$ cat src/regfile_pkg.sv
// constants, types and encodings shared by the banked register file
// assumes: a single 25 MHz core clock domain
package regfile_pkg;

   localparam int unsigned NUM_GPR  = 31;
   localparam int unsigned NUM_SR   = 6;
   localparam int unsigned NUM_PHYS = 37;
   localparam int unsigned DW       = 32;

   // mode field encodings (five bits)
   localparam logic [4:0] MODE_USR = 5'h10;
   localparam logic [4:0] MODE_FIQ = 5'h11;
   localparam logic [4:0] MODE_IRQ = 5'h12;
   localparam logic [4:0] MODE_SVC = 5'h13;
   localparam logic [4:0] MODE_ABT = 5'h17;
   localparam logic [4:0] MODE_UND = 5'h1b;
   localparam logic [4:0] MODE_SYS = 5'h1f;

   // status word bit positions
   localparam int unsigned BIT_N    = 31;
   localparam int unsigned BIT_Z    = 30;
   localparam int unsigned BIT_C    = 29;
   localparam int unsigned BIT_V    = 28;
   localparam int unsigned BIT_Q    = 27;
   localparam int unsigned BIT_J    = 24;
   localparam int unsigned BIT_I    = 7;
   localparam int unsigned BIT_F    = 6;
   localparam int unsigned BIT_T    = 5;
   localparam int unsigned MODE_LSB = 0;

   // register indices with fixed roles
   localparam logic [3:0] IDX_SP = 4'hd;
   localparam logic [3:0] IDX_LR = 4'he;
   localparam logic [3:0] IDX_PC = 4'hf;
   localparam logic [3:0] IDX_FIQ_LO = 4'h8;

   // physical slots: 0..15 user, 16..22 fast r8..r14, then 13/14 pairs
   localparam logic [4:0] SLOT_FIQ = 5'h10;
   localparam logic [4:0] SLOT_SVC = 5'h17;
   localparam logic [4:0] SLOT_ABT = 5'h19;
   localparam logic [4:0] SLOT_UND = 5'h1b;
   localparam logic [4:0] SLOT_IRQ = 5'h1d;

   // saved word slots
   localparam logic [2:0] SAV_SVC = 3'h0;
   localparam logic [2:0] SAV_ABT = 3'h1;
   localparam logic [2:0] SAV_UND = 3'h2;
   localparam logic [2:0] SAV_IRQ = 3'h3;
   localparam logic [2:0] SAV_FIQ = 3'h4;
   localparam logic [2:0] SAV_NONE = 3'h7;

   // status word after reset: supervisor, both interrupts masked
   localparam logic [31:0] CSW_RESET = 32'h000000d3;

   // instruction states derived from J and T
   typedef enum logic [2:0] {
      ST_FULL    = 3'b001,
      ST_COMPACT = 3'b010,
      ST_BYTE    = 3'b100
   } istate_e;

   // exception kinds (one-hot)
   typedef enum logic [5:0] {
      EXC_NONE  = 6'b000000,
      EXC_RESET = 6'b000001,
      EXC_FIQ   = 6'b000010,
      EXC_IRQ   = 6'b000100,
      EXC_ABT   = 6'b001000,
      EXC_UND   = 6'b010000,
      EXC_SWI   = 6'b100000
   } exc_e;

   typedef struct packed {
      logic       en;
      logic [3:0] idx;
      logic [31:0] data;
   } wr_s;

   typedef struct packed {
      logic        n;
      logic        z;
      logic        c;
      logic        v;
      logic        q_set;
   } flags_s;

   // map an architectural index to a physical slot under a mode
   function automatic logic [4:0] phys_slot(input logic [4:0] mode, input logic [3:0] idx);
      logic [4:0] base;
      base = 5'h00;
      if (mode == MODE_FIQ && idx >= IDX_FIQ_LO && idx <= IDX_LR) begin
         return SLOT_FIQ + {1'b0, idx - IDX_FIQ_LO};
      end
      if (idx == IDX_SP || idx == IDX_LR) begin
         case (mode)
            MODE_SVC: base = SLOT_SVC;
            MODE_ABT: base = SLOT_ABT;
            MODE_UND: base = SLOT_UND;
            MODE_IRQ: base = SLOT_IRQ;
            default:  base = 5'h00;
         endcase
         if (base != 5'h00) begin
            return base + {4'h0, idx[0] ^ 1'b1};
         end
      end
      return {1'b0, idx};
   endfunction : phys_slot

   // saved word owned by a mode, none for user and system
   function automatic logic [2:0] saved_slot(input logic [4:0] mode);
      case (mode)
         MODE_SVC: return SAV_SVC;
         MODE_ABT: return SAV_ABT;
         MODE_UND: return SAV_UND;
         MODE_IRQ: return SAV_IRQ;
         MODE_FIQ: return SAV_FIQ;
         default:  return SAV_NONE;
      endcase
   endfunction : saved_slot

   function automatic logic mode_valid(input logic [4:0] mode);
      return mode == MODE_USR || mode == MODE_FIQ || mode == MODE_IRQ ||
             mode == MODE_SVC || mode == MODE_ABT || mode == MODE_UND ||
             mode == MODE_SYS;
   endfunction : mode_valid

endpackage : regfile_pkg

$ cat src/gpr_mem.sv
// 31-word general register store, two registered read ports, two write ports
// assumes: slot numbers 0..30 supplied by the mode mapper
`timescale 1ns/1ps
`default_nettype none
module gpr_mem
   import regfile_pkg::*;
(
   // clock and reset
   input  wire logic        clk_in,
   input  wire logic        rstn_in,
   // write port
   input  wire logic        we_in,
   input  wire logic [4:0]  wslot_in,
   input  wire logic [31:0] wdata_in,
   // second write port (link capture)
   input  wire logic        we2_in,
   input  wire logic [4:0]  wslot2_in,
   input  wire logic [31:0] wdata2_in,
   // read ports
   input  wire logic [4:0]  raddr_a_in,
   input  wire logic [4:0]  raddr_b_in,
   output logic      [31:0] rdata_a_out,
   output logic      [31:0] rdata_b_out
);
   logic [31:0] mem_q [NUM_GPR];

   always_ff @(posedge clk_in) begin
      if (!rstn_in) begin
         for (int i = 0; i < NUM_GPR; i++) mem_q[i] <= 32'h00000000;
      end else begin
         if (we_in && wslot_in < 5'(NUM_GPR)) mem_q[wslot_in] <= wdata_in;
         if (we2_in && wslot2_in < 5'(NUM_GPR)) mem_q[wslot2_in] <= wdata2_in;
      end
   end

   always_ff @(posedge clk_in) begin
      if (!rstn_in) begin
         rdata_a_out <= 32'h00000000;
         rdata_b_out <= 32'h00000000;
      end else begin
         rdata_a_out <= (raddr_a_in < 5'(NUM_GPR)) ? mem_q[raddr_a_in] : 32'h00000000;
         rdata_b_out <= (raddr_b_in < 5'(NUM_GPR)) ? mem_q[raddr_b_in] : 32'h00000000;
      end
   end
endmodule : gpr_mem
`default_nettype wire

$ cat src/status_words.sv
// five saved status words, one per exception mode
// assumes: slot chosen by saved_slot(); slot 7 means none
`timescale 1ns/1ps
`default_nettype none
module status_words
   import regfile_pkg::*;
(
   // clock and reset
   input  wire logic        clk_in,
   input  wire logic        rstn_in,
   // write
   input  wire logic        we_in,
   input  wire logic [2:0]  wslot_in,
   input  wire logic [31:0] wdata_in,
   // read
   input  wire logic [2:0]  rslot_in,
   output logic      [31:0] rdata_out
);
   logic [31:0] sav_q [5];

   always_ff @(posedge clk_in) begin
      if (!rstn_in) begin
         for (int i = 0; i < 5; i++) sav_q[i] <= 32'h00000000;
      end else if (we_in && wslot_in < 3'h5) begin
         sav_q[wslot_in] <= wdata_in;
      end
   end

   always_ff @(posedge clk_in) begin
      if (!rstn_in) rdata_out <= 32'h00000000;
      // write-through: a word saved this cycle shows on the next
      else if (we_in && wslot_in == rslot_in && wslot_in < 3'h5) rdata_out <= wdata_in;
      else rdata_out <= (rslot_in < 3'h5) ? sav_q[rslot_in] : 32'h00000000;
   end
endmodule : status_words
`default_nettype wire

$ cat src/banked_mode_register_file.sv
// banked register file with current and saved status words
// assumes: pipeline presents one request per cycle; reads return a cycle later
`timescale 1ns/1ps
`default_nettype none
module banked_mode_register_file
   import regfile_pkg::*;
(
   // clock and reset
   input  wire logic        clk_in,
   input  wire logic        rstn_in,
   // register read requests
   input  wire logic [3:0]  ridx_a_in,
   input  wire logic [3:0]  ridx_b_in,
   // register write and flag update
   input  wire wr_s         wr_in,
   input  wire logic        flags_we_in,
   input  wire flags_s      flags_in,
   // link branch with its return address
   input  wire logic        link_branch_in,
   input  wire logic [31:0] link_addr_in,
   // status write instruction
   input  wire logic        csw_we_in,
   input  wire logic [31:0] csw_wdata_in,
   input  wire logic        ssw_we_in,
   input  wire logic [31:0] ssw_wdata_in,
   // exceptions
   input  wire logic        fiq_req_in,
   input  wire logic        irq_req_in,
   input  wire logic        abort_in,
   input  wire logic        undef_in,
   input  wire logic        swi_in,
   input  wire logic        reset_exc_in,
   input  wire logic [31:0] ret_addr_in,
   input  wire logic [31:0] vector_in,
   input  wire logic [3:0]  cond_in,
   // outputs
   output logic      [31:0] rdata_a_out,
   output logic      [31:0] rdata_b_out,
   output logic      [31:0] pc_out,
   output logic      [31:0] csw_out,
   output logic      [31:0] ssw_out,
   output logic             cond_pass_out,
   output logic             idx_fault_out,
   output logic             exc_taken_out,
   output istate_e          istate_out
);
   logic [31:0] csw_q, csw_d;
   logic [31:0] pc_q;
   logic [31:0] mem_a, mem_b;
   logic [31:0] ssw_rd;
   logic [4:0]  mode;
   exc_e        exc;
   logic [4:0]  new_mode;
   logic        allowed_a, allowed_b, allowed_w;
   logic        rd_pc_a_q, rd_pc_b_q;
   logic        mem_we, lr_we;
   logic [4:0]  mem_wslot, lr_slot;
   logic [31:0] lr_data;

   assign mode = csw_q[4:0];

   // compact state hides 8..12
   function automatic logic idx_ok(input logic [31:0] csw, input logic [3:0] idx);
      if (csw[BIT_T] && !csw[BIT_J])
         return idx <= 4'h7 || idx == IDX_SP || idx == IDX_LR || idx == IDX_PC;
      return 1'b1;
   endfunction : idx_ok

   // N Z C V only; saturation flag never consulted
   function automatic logic cond_eval(input logic [31:0] csw, input logic [3:0] c);
      logic n, z, cf, v;
      n = csw[BIT_N];
      z = csw[BIT_Z];
      cf = csw[BIT_C];
      v = csw[BIT_V];
      case (c)
         4'h0: return z;
         4'h1: return !z;
         4'h2: return cf;
         4'h3: return !cf;
         4'h4: return n;
         4'h5: return !n;
         4'h6: return v;
         4'h7: return !v;
         4'h8: return cf && !z;
         4'h9: return !cf || z;
         4'ha: return n == v;
         4'hb: return n != v;
         4'hc: return !z && (n == v);
         4'hd: return z || (n != v);
         default: return 1'b1;
      endcase
   endfunction : cond_eval

   // priority: reset, abort, fiq, irq, undef, swi; masks gate interrupts
   always_comb begin
      if (reset_exc_in) exc = EXC_RESET;
      else if (abort_in) exc = EXC_ABT;
      else if (fiq_req_in && !csw_q[BIT_F]) exc = EXC_FIQ;
      else if (irq_req_in && !csw_q[BIT_I]) exc = EXC_IRQ;
      else if (undef_in) exc = EXC_UND;
      else if (swi_in) exc = EXC_SWI;
      else exc = EXC_NONE;
   end

   always_comb begin
      case (exc)
         EXC_FIQ:   new_mode = MODE_FIQ;
         EXC_IRQ:   new_mode = MODE_IRQ;
         EXC_ABT:   new_mode = MODE_ABT;
         EXC_UND:   new_mode = MODE_UND;
         EXC_RESET: new_mode = MODE_SVC;
         EXC_SWI:   new_mode = MODE_SVC;
         default:   new_mode = mode;
      endcase
   end

   assign allowed_a = idx_ok(csw_q, ridx_a_in);
   assign allowed_b = idx_ok(csw_q, ridx_b_in);
   assign allowed_w = idx_ok(csw_q, wr_in.idx);

   // general write path; r15 goes to the shared counter instead
   always_comb begin
      mem_we = wr_in.en && allowed_w && wr_in.idx != IDX_PC && exc == EXC_NONE;
      mem_wslot = phys_slot(mode, wr_in.idx);
   end

   // link capture: entry to any exception but reset, into the new mode, or link branch in current
   always_comb begin
      lr_we = 1'b0;
      lr_slot = phys_slot(mode, IDX_LR);
      lr_data = link_addr_in;
      if (exc != EXC_NONE && exc != EXC_RESET) begin
         lr_we = 1'b1;
         lr_slot = phys_slot(new_mode, IDX_LR);
         lr_data = ret_addr_in;
      end else if (exc == EXC_NONE && link_branch_in) begin
         lr_we = 1'b1;
      end
   end

   gpr_mem u_gpr (
      .clk_in      (clk_in),
      .rstn_in     (rstn_in),
      .we_in       (mem_we),
      .wslot_in    (mem_wslot),
      .wdata_in    (wr_in.data),
      .we2_in      (lr_we),
      .wslot2_in   (lr_slot),
      .wdata2_in   (lr_data),
      .raddr_a_in  (phys_slot(mode, ridx_a_in)),
      .raddr_b_in  (phys_slot(mode, ridx_b_in)),
      .rdata_a_out (mem_a),
      .rdata_b_out (mem_b)
   );

   status_words u_sav (
      .clk_in    (clk_in),
      .rstn_in   (rstn_in),
      .we_in     ((exc != EXC_NONE && exc != EXC_RESET) || (ssw_we_in && exc == EXC_NONE)),
      .wslot_in  (exc != EXC_NONE ? saved_slot(new_mode) : saved_slot(mode)),
      .wdata_in  (exc != EXC_NONE ? csw_q : ssw_wdata_in),
      .rslot_in  (saved_slot(exc != EXC_NONE ? new_mode : csw_d[4:0])),
      .rdata_out (ssw_rd)
   );

   // current status word next value
   always_comb begin
      csw_d = csw_q;
      if (exc != EXC_NONE) begin
         if (exc == EXC_RESET) csw_d = CSW_RESET;
         csw_d[4:0] = new_mode;
         csw_d[BIT_J] = 1'b0;
         csw_d[BIT_T] = 1'b0;
         csw_d[BIT_I] = 1'b1;
         if (exc == EXC_FIQ || exc == EXC_RESET) csw_d[BIT_F] = 1'b1;
      end else begin
         if (flags_we_in) begin
            csw_d[BIT_N] = flags_in.n;
            csw_d[BIT_Z] = flags_in.z;
            csw_d[BIT_C] = flags_in.c;
            csw_d[BIT_V] = flags_in.v;
         end
         if (csw_we_in) begin
            csw_d = csw_wdata_in;
            if (!mode_valid(csw_wdata_in[4:0])) csw_d[4:0] = csw_q[4:0];
            if (mode == MODE_USR) csw_d[7:0] = csw_q[7:0];
         end
         if (flags_we_in && flags_in.q_set) csw_d[BIT_Q] = 1'b1;
      end
   end

   always_ff @(posedge clk_in) begin
      if (!rstn_in) csw_q <= CSW_RESET;
      else csw_q <= csw_d;
   end

   always_ff @(posedge clk_in) begin
      if (!rstn_in) pc_q <= 32'h00000000;
      else if (exc != EXC_NONE) pc_q <= vector_in;
      else if (wr_in.en && wr_in.idx == IDX_PC) pc_q <= wr_in.data;
   end

   always_ff @(posedge clk_in) begin
      if (!rstn_in) begin
         rd_pc_a_q <= 1'b0;
         rd_pc_b_q <= 1'b0;
         idx_fault_out <= 1'b0;
         cond_pass_out <= 1'b0;
         exc_taken_out <= 1'b0;
      end else begin
         rd_pc_a_q <= ridx_a_in == IDX_PC;
         rd_pc_b_q <= ridx_b_in == IDX_PC;
         idx_fault_out <= !allowed_a || !allowed_b || (wr_in.en && !allowed_w);
         cond_pass_out <= cond_eval(csw_q, cond_in);
         exc_taken_out <= exc != EXC_NONE;
      end
   end

   always_comb begin
      rdata_a_out = rd_pc_a_q ? pc_q : mem_a;
      rdata_b_out = rd_pc_b_q ? pc_q : mem_b;
      pc_out = pc_q;
      csw_out = csw_q;
      ssw_out = ssw_rd;
   end

   always_ff @(posedge clk_in) begin
      if (!rstn_in) istate_out <= ST_FULL;
      else if (csw_d[BIT_J]) istate_out <= ST_BYTE;
      else if (csw_d[BIT_T]) istate_out <= ST_COMPACT;
      else istate_out <= ST_FULL;
   end

   // assertions
   property p_exc_mode;
      @(posedge clk_in) disable iff (!rstn_in)
      (abort_in && !reset_exc_in) |=> csw_q[4:0] == MODE_ABT && exc_taken_out;
   endproperty
   a_exc_mode: assert property (p_exc_mode) else $error("abort did not enter abort mode");

   property p_irq_leaves_byte;
      @(posedge clk_in) disable iff (!rstn_in)
      (irq_req_in && !csw_q[BIT_I] && csw_q[BIT_J]) |=> !csw_q[BIT_J] && !csw_q[BIT_T];
   endproperty
   a_irq_leaves_byte: assert property (p_irq_leaves_byte) else $error("interrupt kept bytecode");

   property p_irq_masked;
      @(posedge clk_in) disable iff (!rstn_in)
      (irq_req_in && csw_q[BIT_I] && !reset_exc_in && !abort_in && !fiq_req_in
       && !undef_in && !swi_in) |=> !exc_taken_out;
   endproperty
   a_irq_masked: assert property (p_irq_masked) else $error("masked interrupt taken");

   property p_sat_sticky;
      @(posedge clk_in) disable iff (!rstn_in)
      (csw_q[BIT_Q] && !csw_we_in && exc != EXC_RESET) |=> csw_q[BIT_Q];
   endproperty
   a_sat_sticky: assert property (p_sat_sticky) else $error("saturation flag dropped");

   property p_save_word;
      @(posedge clk_in) disable iff (!rstn_in)
      (undef_in && !reset_exc_in && !abort_in && !(fiq_req_in && !csw_q[BIT_F])
       && !(irq_req_in && !csw_q[BIT_I])) |=> ssw_out == $past(csw_q);
   endproperty
   a_save_word: assert property (p_save_word) else $error("saved word wrong");

   property p_mode_valid;
      @(posedge clk_in) disable iff (!rstn_in)
      1'b1 |-> mode_valid(csw_q[4:0]);
   endproperty
   a_mode_valid: assert property (p_mode_valid) else $error("illegal mode");

   property p_pc_write;
      @(posedge clk_in) disable iff (!rstn_in)
      (wr_in.en && wr_in.idx == IDX_PC && !exc_taken_out && !reset_exc_in && !abort_in
       && !undef_in && !swi_in && !fiq_req_in && !irq_req_in) |=> pc_q == $past(wr_in.data);
   endproperty
   a_pc_write: assert property (p_pc_write) else $error("counter not written");

   property p_compact_fault;
      @(posedge clk_in) disable iff (!rstn_in)
      (csw_q[BIT_T] && !csw_q[BIT_J] && ridx_a_in == 4'h9) |=> idx_fault_out;
   endproperty
   a_compact_fault: assert property (p_compact_fault) else $error("hidden index allowed");
endmodule : banked_mode_register_file
`default_nettype wire

$ cat config.mk
export PLATFORM = sky130hd
export DESIGN_NAME = banked_mode_register_file
export DESIGN_NICKNAME = d
export VERILOG_FILES = /design/src/regfile_pkg.sv /design/src/gpr_mem.sv /design/src/status_words.sv /design/src/banked_mode_register_file.sv
export SDC_FILE = /design/constraint.sdc
export NUM_CORES = 2
export LEC_CHECK = 0
export BUFFER_PORTS_ARGS = -buffer_cell sky130_fd_sc_hd__buf_2
export CAP_MARGIN = 20
export CORE_MARGIN = 2
export CORE_UTILIZATION = 33
export CTS_BUF_LIST = sky130_fd_sc_hd__clkbuf_4 sky130_fd_sc_hd__clkbuf_8 sky130_fd_sc_hd__clkbuf_16
export DETAILED_ROUTE_END_ITERATION = 8
export PLACE_DENSITY = 0.49
export SLEW_MARGIN = 30
export SYNTH_ARGS = -nofsm -noshare
export SYNTH_HDL_FRONTEND = slang
export SYNTH_HIERARCHICAL = 1
export SYNTH_SLANG_ARGS = --single-unit
$ cat constraint.sdc
create_clock -name clk_in -period 9.8 [get_ports clk_in]
set_input_delay 1.47 -clock clk_in [delete_from_list [all_inputs] [get_ports clk_in]]
set_output_delay 1.47 -clock clk_in [all_outputs]
set_load 0.01 [all_outputs]
[Word level (Yosys, flattened, before mapping)]
Memory sizes are Yosys's and may differ from the RTL's. A register that Yosys moved wholly into a read port is not among the register bits.
Index checks and enable logic that the tools add are counted.
Storage, ports and cells
  word-level logic and storage cells: 307
  input bits: 226
  bits in writable memories: 1152
  memories: 2
  flip-flop bits (word level): 104
  output and inout bits: 166
Memories
  u_gpr.mem_q: depth 31, width 32, rd ports 2, clocked after memory_dff 2, write ports 31, line gpr_mem.sv:25  | logic [31:0] mem_q [NUM_GPR];
  u_sav.sav_q: depth 5, width 32, rd ports 1, clocked after memory_dff 0, write ports 5, line status_words.sv:19  | logic [31:0] sav_q [5];
Cells by class
  bitwise operators: 5
  $lt $le $gt $ge: 15
  add/subtract/negate cells: 11
  equal/unequal tests: 59
  reduce and logical (&&, ||, !) cells: 86
  mux-type cells: 114
Operators by type and width (count)
  two-way mux 32 bit: 14
  two-way mux 5 bit: 37
  == test 5 bit, second input constant: 23
  OR reduction 32 bit: 3
  == test 4 bit, second input constant: 15
  one-hot mux 3 bit (5 select lines): 3
  two-way mux 1 bit: 44
  one-hot mux 5 bit (4 select lines): 2
  two-way mux 6 bit: 6
  logical AND 1 bit: 25
  one-hot mux 5 bit (5 select lines): 1
  nonzero test 5 bit: 5
  logical OR 1 bit: 24
  < comparator 5 bit, second input constant: 4
  == test 4 x 3 -> 1 bit, second input constant: 4
  adder 5 x 1 -> 5 bit: 3
  adder 5 x 4 -> 5 bit, first input constant: 3
  one-hot mux 1 bit (14 select lines): 1
  greater-or-equal comparator 4 bit, second input constant: 3
  less-or-equal comparator 4 x 3 -> 1 bit, second input constant: 3
  less-or-equal comparator 4 bit, second input constant: 3
  zero test 1 bit: 12
  AND reduction 2 bit: 6
  subtractor 4 bit, second input constant: 3
  30 further kinds: 43

[Longest topological paths before layout]
  depth in word-level cells: 28
  gate-level depth with buffers: 17
  mapped depth without buffers: 12

[Cells and area by module]
The synthesis kept the hierarchy.
Modules (own cells, without submodules)
  gpr_mem: cells an instance 4357, times used 1, seq. area each 32030.7 sq um, area each 60210.2 sq um
  status_words: cells an instance 655, times used 1, seq. area each 5445.2 sq um, area each 8702.1 sq um
  banked_mode_register_file: cells an instance 729, times used 1, seq. area each 1421.4 sq um, area each 5589.1 sq um

[Worst setup path after synthesis]
No wires, ideal clock.
  path kind: in2reg
  start point: input abort_in
  end point: memory u_gpr.mem_q[2][0] (enable)
  arrival: 7161 ps
  path buffers: 2
  setup time: 533 ps
  required time: 9267 ps
  stages on the path: 8
  path slack: 2105 ps
  cell sequence: nor2_1 > nand4_1 > buf_2 > clkbuf_1 > nor4_1 > nor3b_1 > nand3_1 > o311ai_0
RTL lines
  start, declared: line banked_mode_register_file.sv:29  | input wire logic abort_in,
  end, declared: line gpr_mem.sv:25

[Worst setup path after layout]
  start point: register csw_q[0], in the netlist csw_out[0]
  end point: register u_gpr.rdata_b_out[6] (read register of u_gpr.mem_q)
Between the ends
  longest elaborated chain between the ends: 13
  elaborated cells between the ends (all ways): 23
  those cells by class: add/sub: 1; order compare: 1; eq/ne: 5; mux: 11; reduce/logical: 5
Ends and longest elaborated chain
  start, declared: line banked_mode_register_file.sv:47  | logic [31:0] csw_q, csw_d;
  start signal, assigned: line banked_mode_register_file.sv:195  | else csw_q <= csw_d;
  branches (longest 9 deep; another with adder 5 x 1 -> 5 bit)
  two-way mux 5 bit *: line regfile_pkg.sv:94  | if (idx == IDX_SP || idx == IDX_LR) begin
  < comparator 5 bit: line gpr_mem.sv:42  | rdata_b_out <= (raddr_b_in < 5'(NUM_GPR)) ? mem_q[raddr_b_in] : 32'h00000000;
  AND reduction 2 bit (no line)
  zero test 1 bit (no line)
  end, declared: line gpr_mem.sv:23  | output logic [31:0] rdata_b_out
Mark *: on every way between the ends. The select of a mux whose other input is x is not followed.
A chain may end at the register's enable or synchronous reset.

==> summary.md <==
| Metric | Value |
|---|---|
| Status | finished, violations left |
| Violations in the final reports | slew limit |
| Core area | approximately 0.22 sq mm |
| Worst path arrival time | roughly 6.5 ns |
| Clk slew on worst S/H paths | 0.06 ns |
| Worst EP required | approximately 10 ns |
| Power Density | approximately 180 mW/mm^2 |
| Library cells used by synthesis | 81 |
| Area leader, netlist | edfxtp_1 |
| Die footprint | 0.230 sq mm |
| Setup WS post-layout | about 3.9 ns |
| Post-synth top area share | 0.477 |
| Hold crit path type | reg -> reg |
| Final worst path period need | 5.89 ns |
| Number of synthesized flops with an enable pin | about 1,200 |
| Crit path launch type | register |
| Routed Antenna Nets | 0 |
| Vias in the first global route | between 50,000 and 60,000 |
| Post-CTS setup buffer count | 0 |
| Syn Area/Cell | 13.0 sq um |
| Endpoints failing hold | 0 |
| Synthesis-to-finish area growth | 14.0% |
| Post-CTS Resized | 0 |
| HPWL after DPL | 192,000 um |
| Period utilization | 0.601 |
| Row count | 174 |
| Worst Clk Skew | approximately 0.031 ns |
| Pin count of the biggest net entering global routing | between 100 and 150 |
| Initial DRC count | between 6,000 and 7,000 |
| Worst-Margin Slew | 6.20 ns |
| Detailed-route via count | between 50,000 and 60,000 |
| FILL cells | approximately 21,000 |
| Share of layout cells above drive strength 1 | 0.247 |
| Static Leak | 30.9 nW |
| CP max FO | 44 |
| Commonest register cell after synthesis | edfxtp_1 |
| Crit-path slowest cell | dfxtp_1 |
| CTS tree | yes |
| Hold WS | about 0.49 ns |
| CTS Hold Bufs | 0 |
| RSZ-0062 raised after global routing | no |
| Family with the most delay on the worst path | compound AO/OA/AOI/OAI gates |
| Place WS | 3.57 ns |
| Slew Viols, Final | around 650 |
| Wirelength per Cell | approximately 35 um |
| Yosys warns | 6 |
| Sequential-to-total area share from yosys stat | 0.522 |
| CP Cell Sequence | a21oi_1, o21ai_2, ha_1, ha_1, xor2_1, o21a_4, buf_4, buf_4, mux2i_1, a221oi_1, o21ai_0, a221oi_1 |
| Num CTS Buffers | 159 |
| Syn Std Cell Area | between 0.07 and 0.08 sq mm |
| Global-route wire length before repair | around 430,000 um |
| TritonRoute pass-1 iters | 8 |
| Critical path class | reg -> reg |
| Antenna violations before repair | 12 |
| Bufs and invs on worst path | 2 |
| Gr usage total | 0.259 |
| Starting Density | 0.332 |
| VDD IR-drop max | ~0.00018 V |
| # IOs | 392 |
| Root Buffer | clkbuf_16 |
| RD Place Congestion | about 0.9 |
| Clock Latency Late Sink | approximately 0.83 ns |
| GRT overflow | 0 |
| WL final | 307,000 um |
| Max-cap violations | 0 |
| Ys async rst share | 0 |
| Setup Viol. Count Final | 0 |
| Setup TNS | 0 ns |
| Clock sink count | ~1,400 |
| Via/cell ratio | ~6.3 |
| Clock H-tree levels | 4 |
| Relative slew slack | -3.17 |
| Die width | 479 um |
| Nets | around 6,000 |
| Buffers added on ports | roughly 400 |
| Residual DRC count | 0 |
| Flops & latches, synth | ~1,400 |
| CP max stage delay | roughly 0.75 ns |
| Post-Synthesis Cells | ~5,700 |
| Worst setup EP type | register |
| Top cells by area, synth | edfxtp_1, a22o_1, mux4_2 |
| Clock tree buffer depth | 3 |
| Peak Freq | between 150 and 200 MHz |
| Chip Height | around 480 um |
## worst register-to-register path: cells and delay by family, from the launching register on
kind,cells,cell delay (ns)
fa+ha+maj,2,0.47
mux,1,0.19
flops,1,0.75
buf+inv,2,1.56
compound gates,6,2.55
xor+xnor,1,0.18
## layout make-up
type / instances / area [sq um] / area share
clock buffers: 212 / 4460 / 0.0525
multi-input cells: 3588 / 33000 / 0.389
repair buffers: 564 / 3730 / 0.0439
clock inverters: 83 / 876 / 0.0103
diodes: 3 / 7.51 / 0.0000884
well taps: 2992 / 3740 / 0.0441
inverters: 51 / 191 / 0.00225
flip-flops and latches: 1351 / 38900 / 0.458
## final timing paths
kind                                                from                         endpoint  slack (ns)  depth (start not counted)
worst max-delay path               csw_out[0]$_SDFF_PN1_  u_gpr/rdata_b_out[6]$_SDFF_PN0_        3.91                         12
worst min-delay path            csw_out[10]$_SDFFE_PN0P_         csw_out[10]$_SDFFE_PN0P_        0.49                          2
worst min register to register  csw_out[10]$_SDFFE_PN0P_         csw_out[10]$_SDFFE_PN0P_        0.49                          2
worst max register to register     csw_out[0]$_SDFF_PN1_  u_gpr/rdata_b_out[6]$_SDFF_PN0_        3.91                         12
## state kept, by name (all words and copies together) (netlist names)
signal / cells
csw_out: 32
u_gpr/rdata_a_out: 32
pc_out: 32
cond_pass_out: 1
u_sav/rdata_out: 32
rd_pc_b_q: 1
u_sav/sav_q: 160
u_gpr/rdata_b_out: 32
rd_pc_a_q: 1
istate_out: 2
u_gpr/mem_q: 1024
exc_taken_out: 1
idx_fault_out: 1
## routing by layer
metal  GRT usage  vias up  share of wire
met5           0        -        0.00024
met4      0.0918       10          0.036
met3      0.0585      517          0.094
met2       0.408     3008           0.46
met1       0.348    29000           0.41
li1            -    23000              -
## Yosys cell counts, types with 55 or more instances
cell type,instances
a21oi_1,90
o221ai_1,76
mux2i_1,526
buf_1,55
nand2_1,209
o21ai_0,207
a211oi_1,65
a22o_1,864
dfxtp_1,167
mux2_2,102
buf_2,186
or2_2,68
nand3_1,157
edfxtp_1,1184
a221oi_1,128
nor2_1,129
mux4_2,321
clkbuf_1,501
nand3b_1,58
o22ai_1,65
and2_1,171
## cell families after synthesis
kind of cell / after synthesis / share of synthesized area
AOI/OAI and AO/OA: 1670 / 0.178
DFF: 1351 / 0.522
muxes: 949 / 0.183
and+or+nand+nor: 909 / 0.0656
buffers and inverters: 833 / 0.0476
xor gates and xnor gates: 14 / 0.00165
adders and majority gates: 12 / 0.00198
other: 3 / 0.000151
## cell usage in the layout (no fill, tap or decap), types with 33 or more instances in the layout
cell type,count
a21oi_1,90
nand2_1,208
o21ai_0,205
clkbuf_16,162
a211oi_1,65
nand3b_1,58
conb_1,34
nand3_1,155
buf_4,148
mux2i_1,526
a221oi_1,128
o21a_1,33
dfxtp_1,165
a22o_1,864
o22ai_1,65
buf_2,382
clkinv_2,34
clkbuf_4,45
o221ai_1,67
inv_1,49
and2_1,169
edfxtp_1,1184
or2_2,68
nor2_1,101
mux4_2,321
o211ai_1,36
mux2_2,91
## power by group
group	internal (mW)	switching (mW)
Clock	3.61	2.55
Sequential	6.52	0.143
Combinational	0.730	1.46
Total	10.9	4.15
## metrics by stage
stage | power [mW] | std cells | util | cell area (sq um)
floorplan | 7.99 | 5772 | - | 74600
global placement | 8.89 | 8516 | 0.351 | 78900
detailed placement | 8.92 | 8541 | 0.354 | 79400
CTS | 15.0 | 8836 | 0.377 | 84800
global route | 15.4 | 8842 | 0.378 | 84900
finish | 15.0 | 8844 | 0.378 | 84900
No activity file was read; power rests on OpenSTA's default activity.
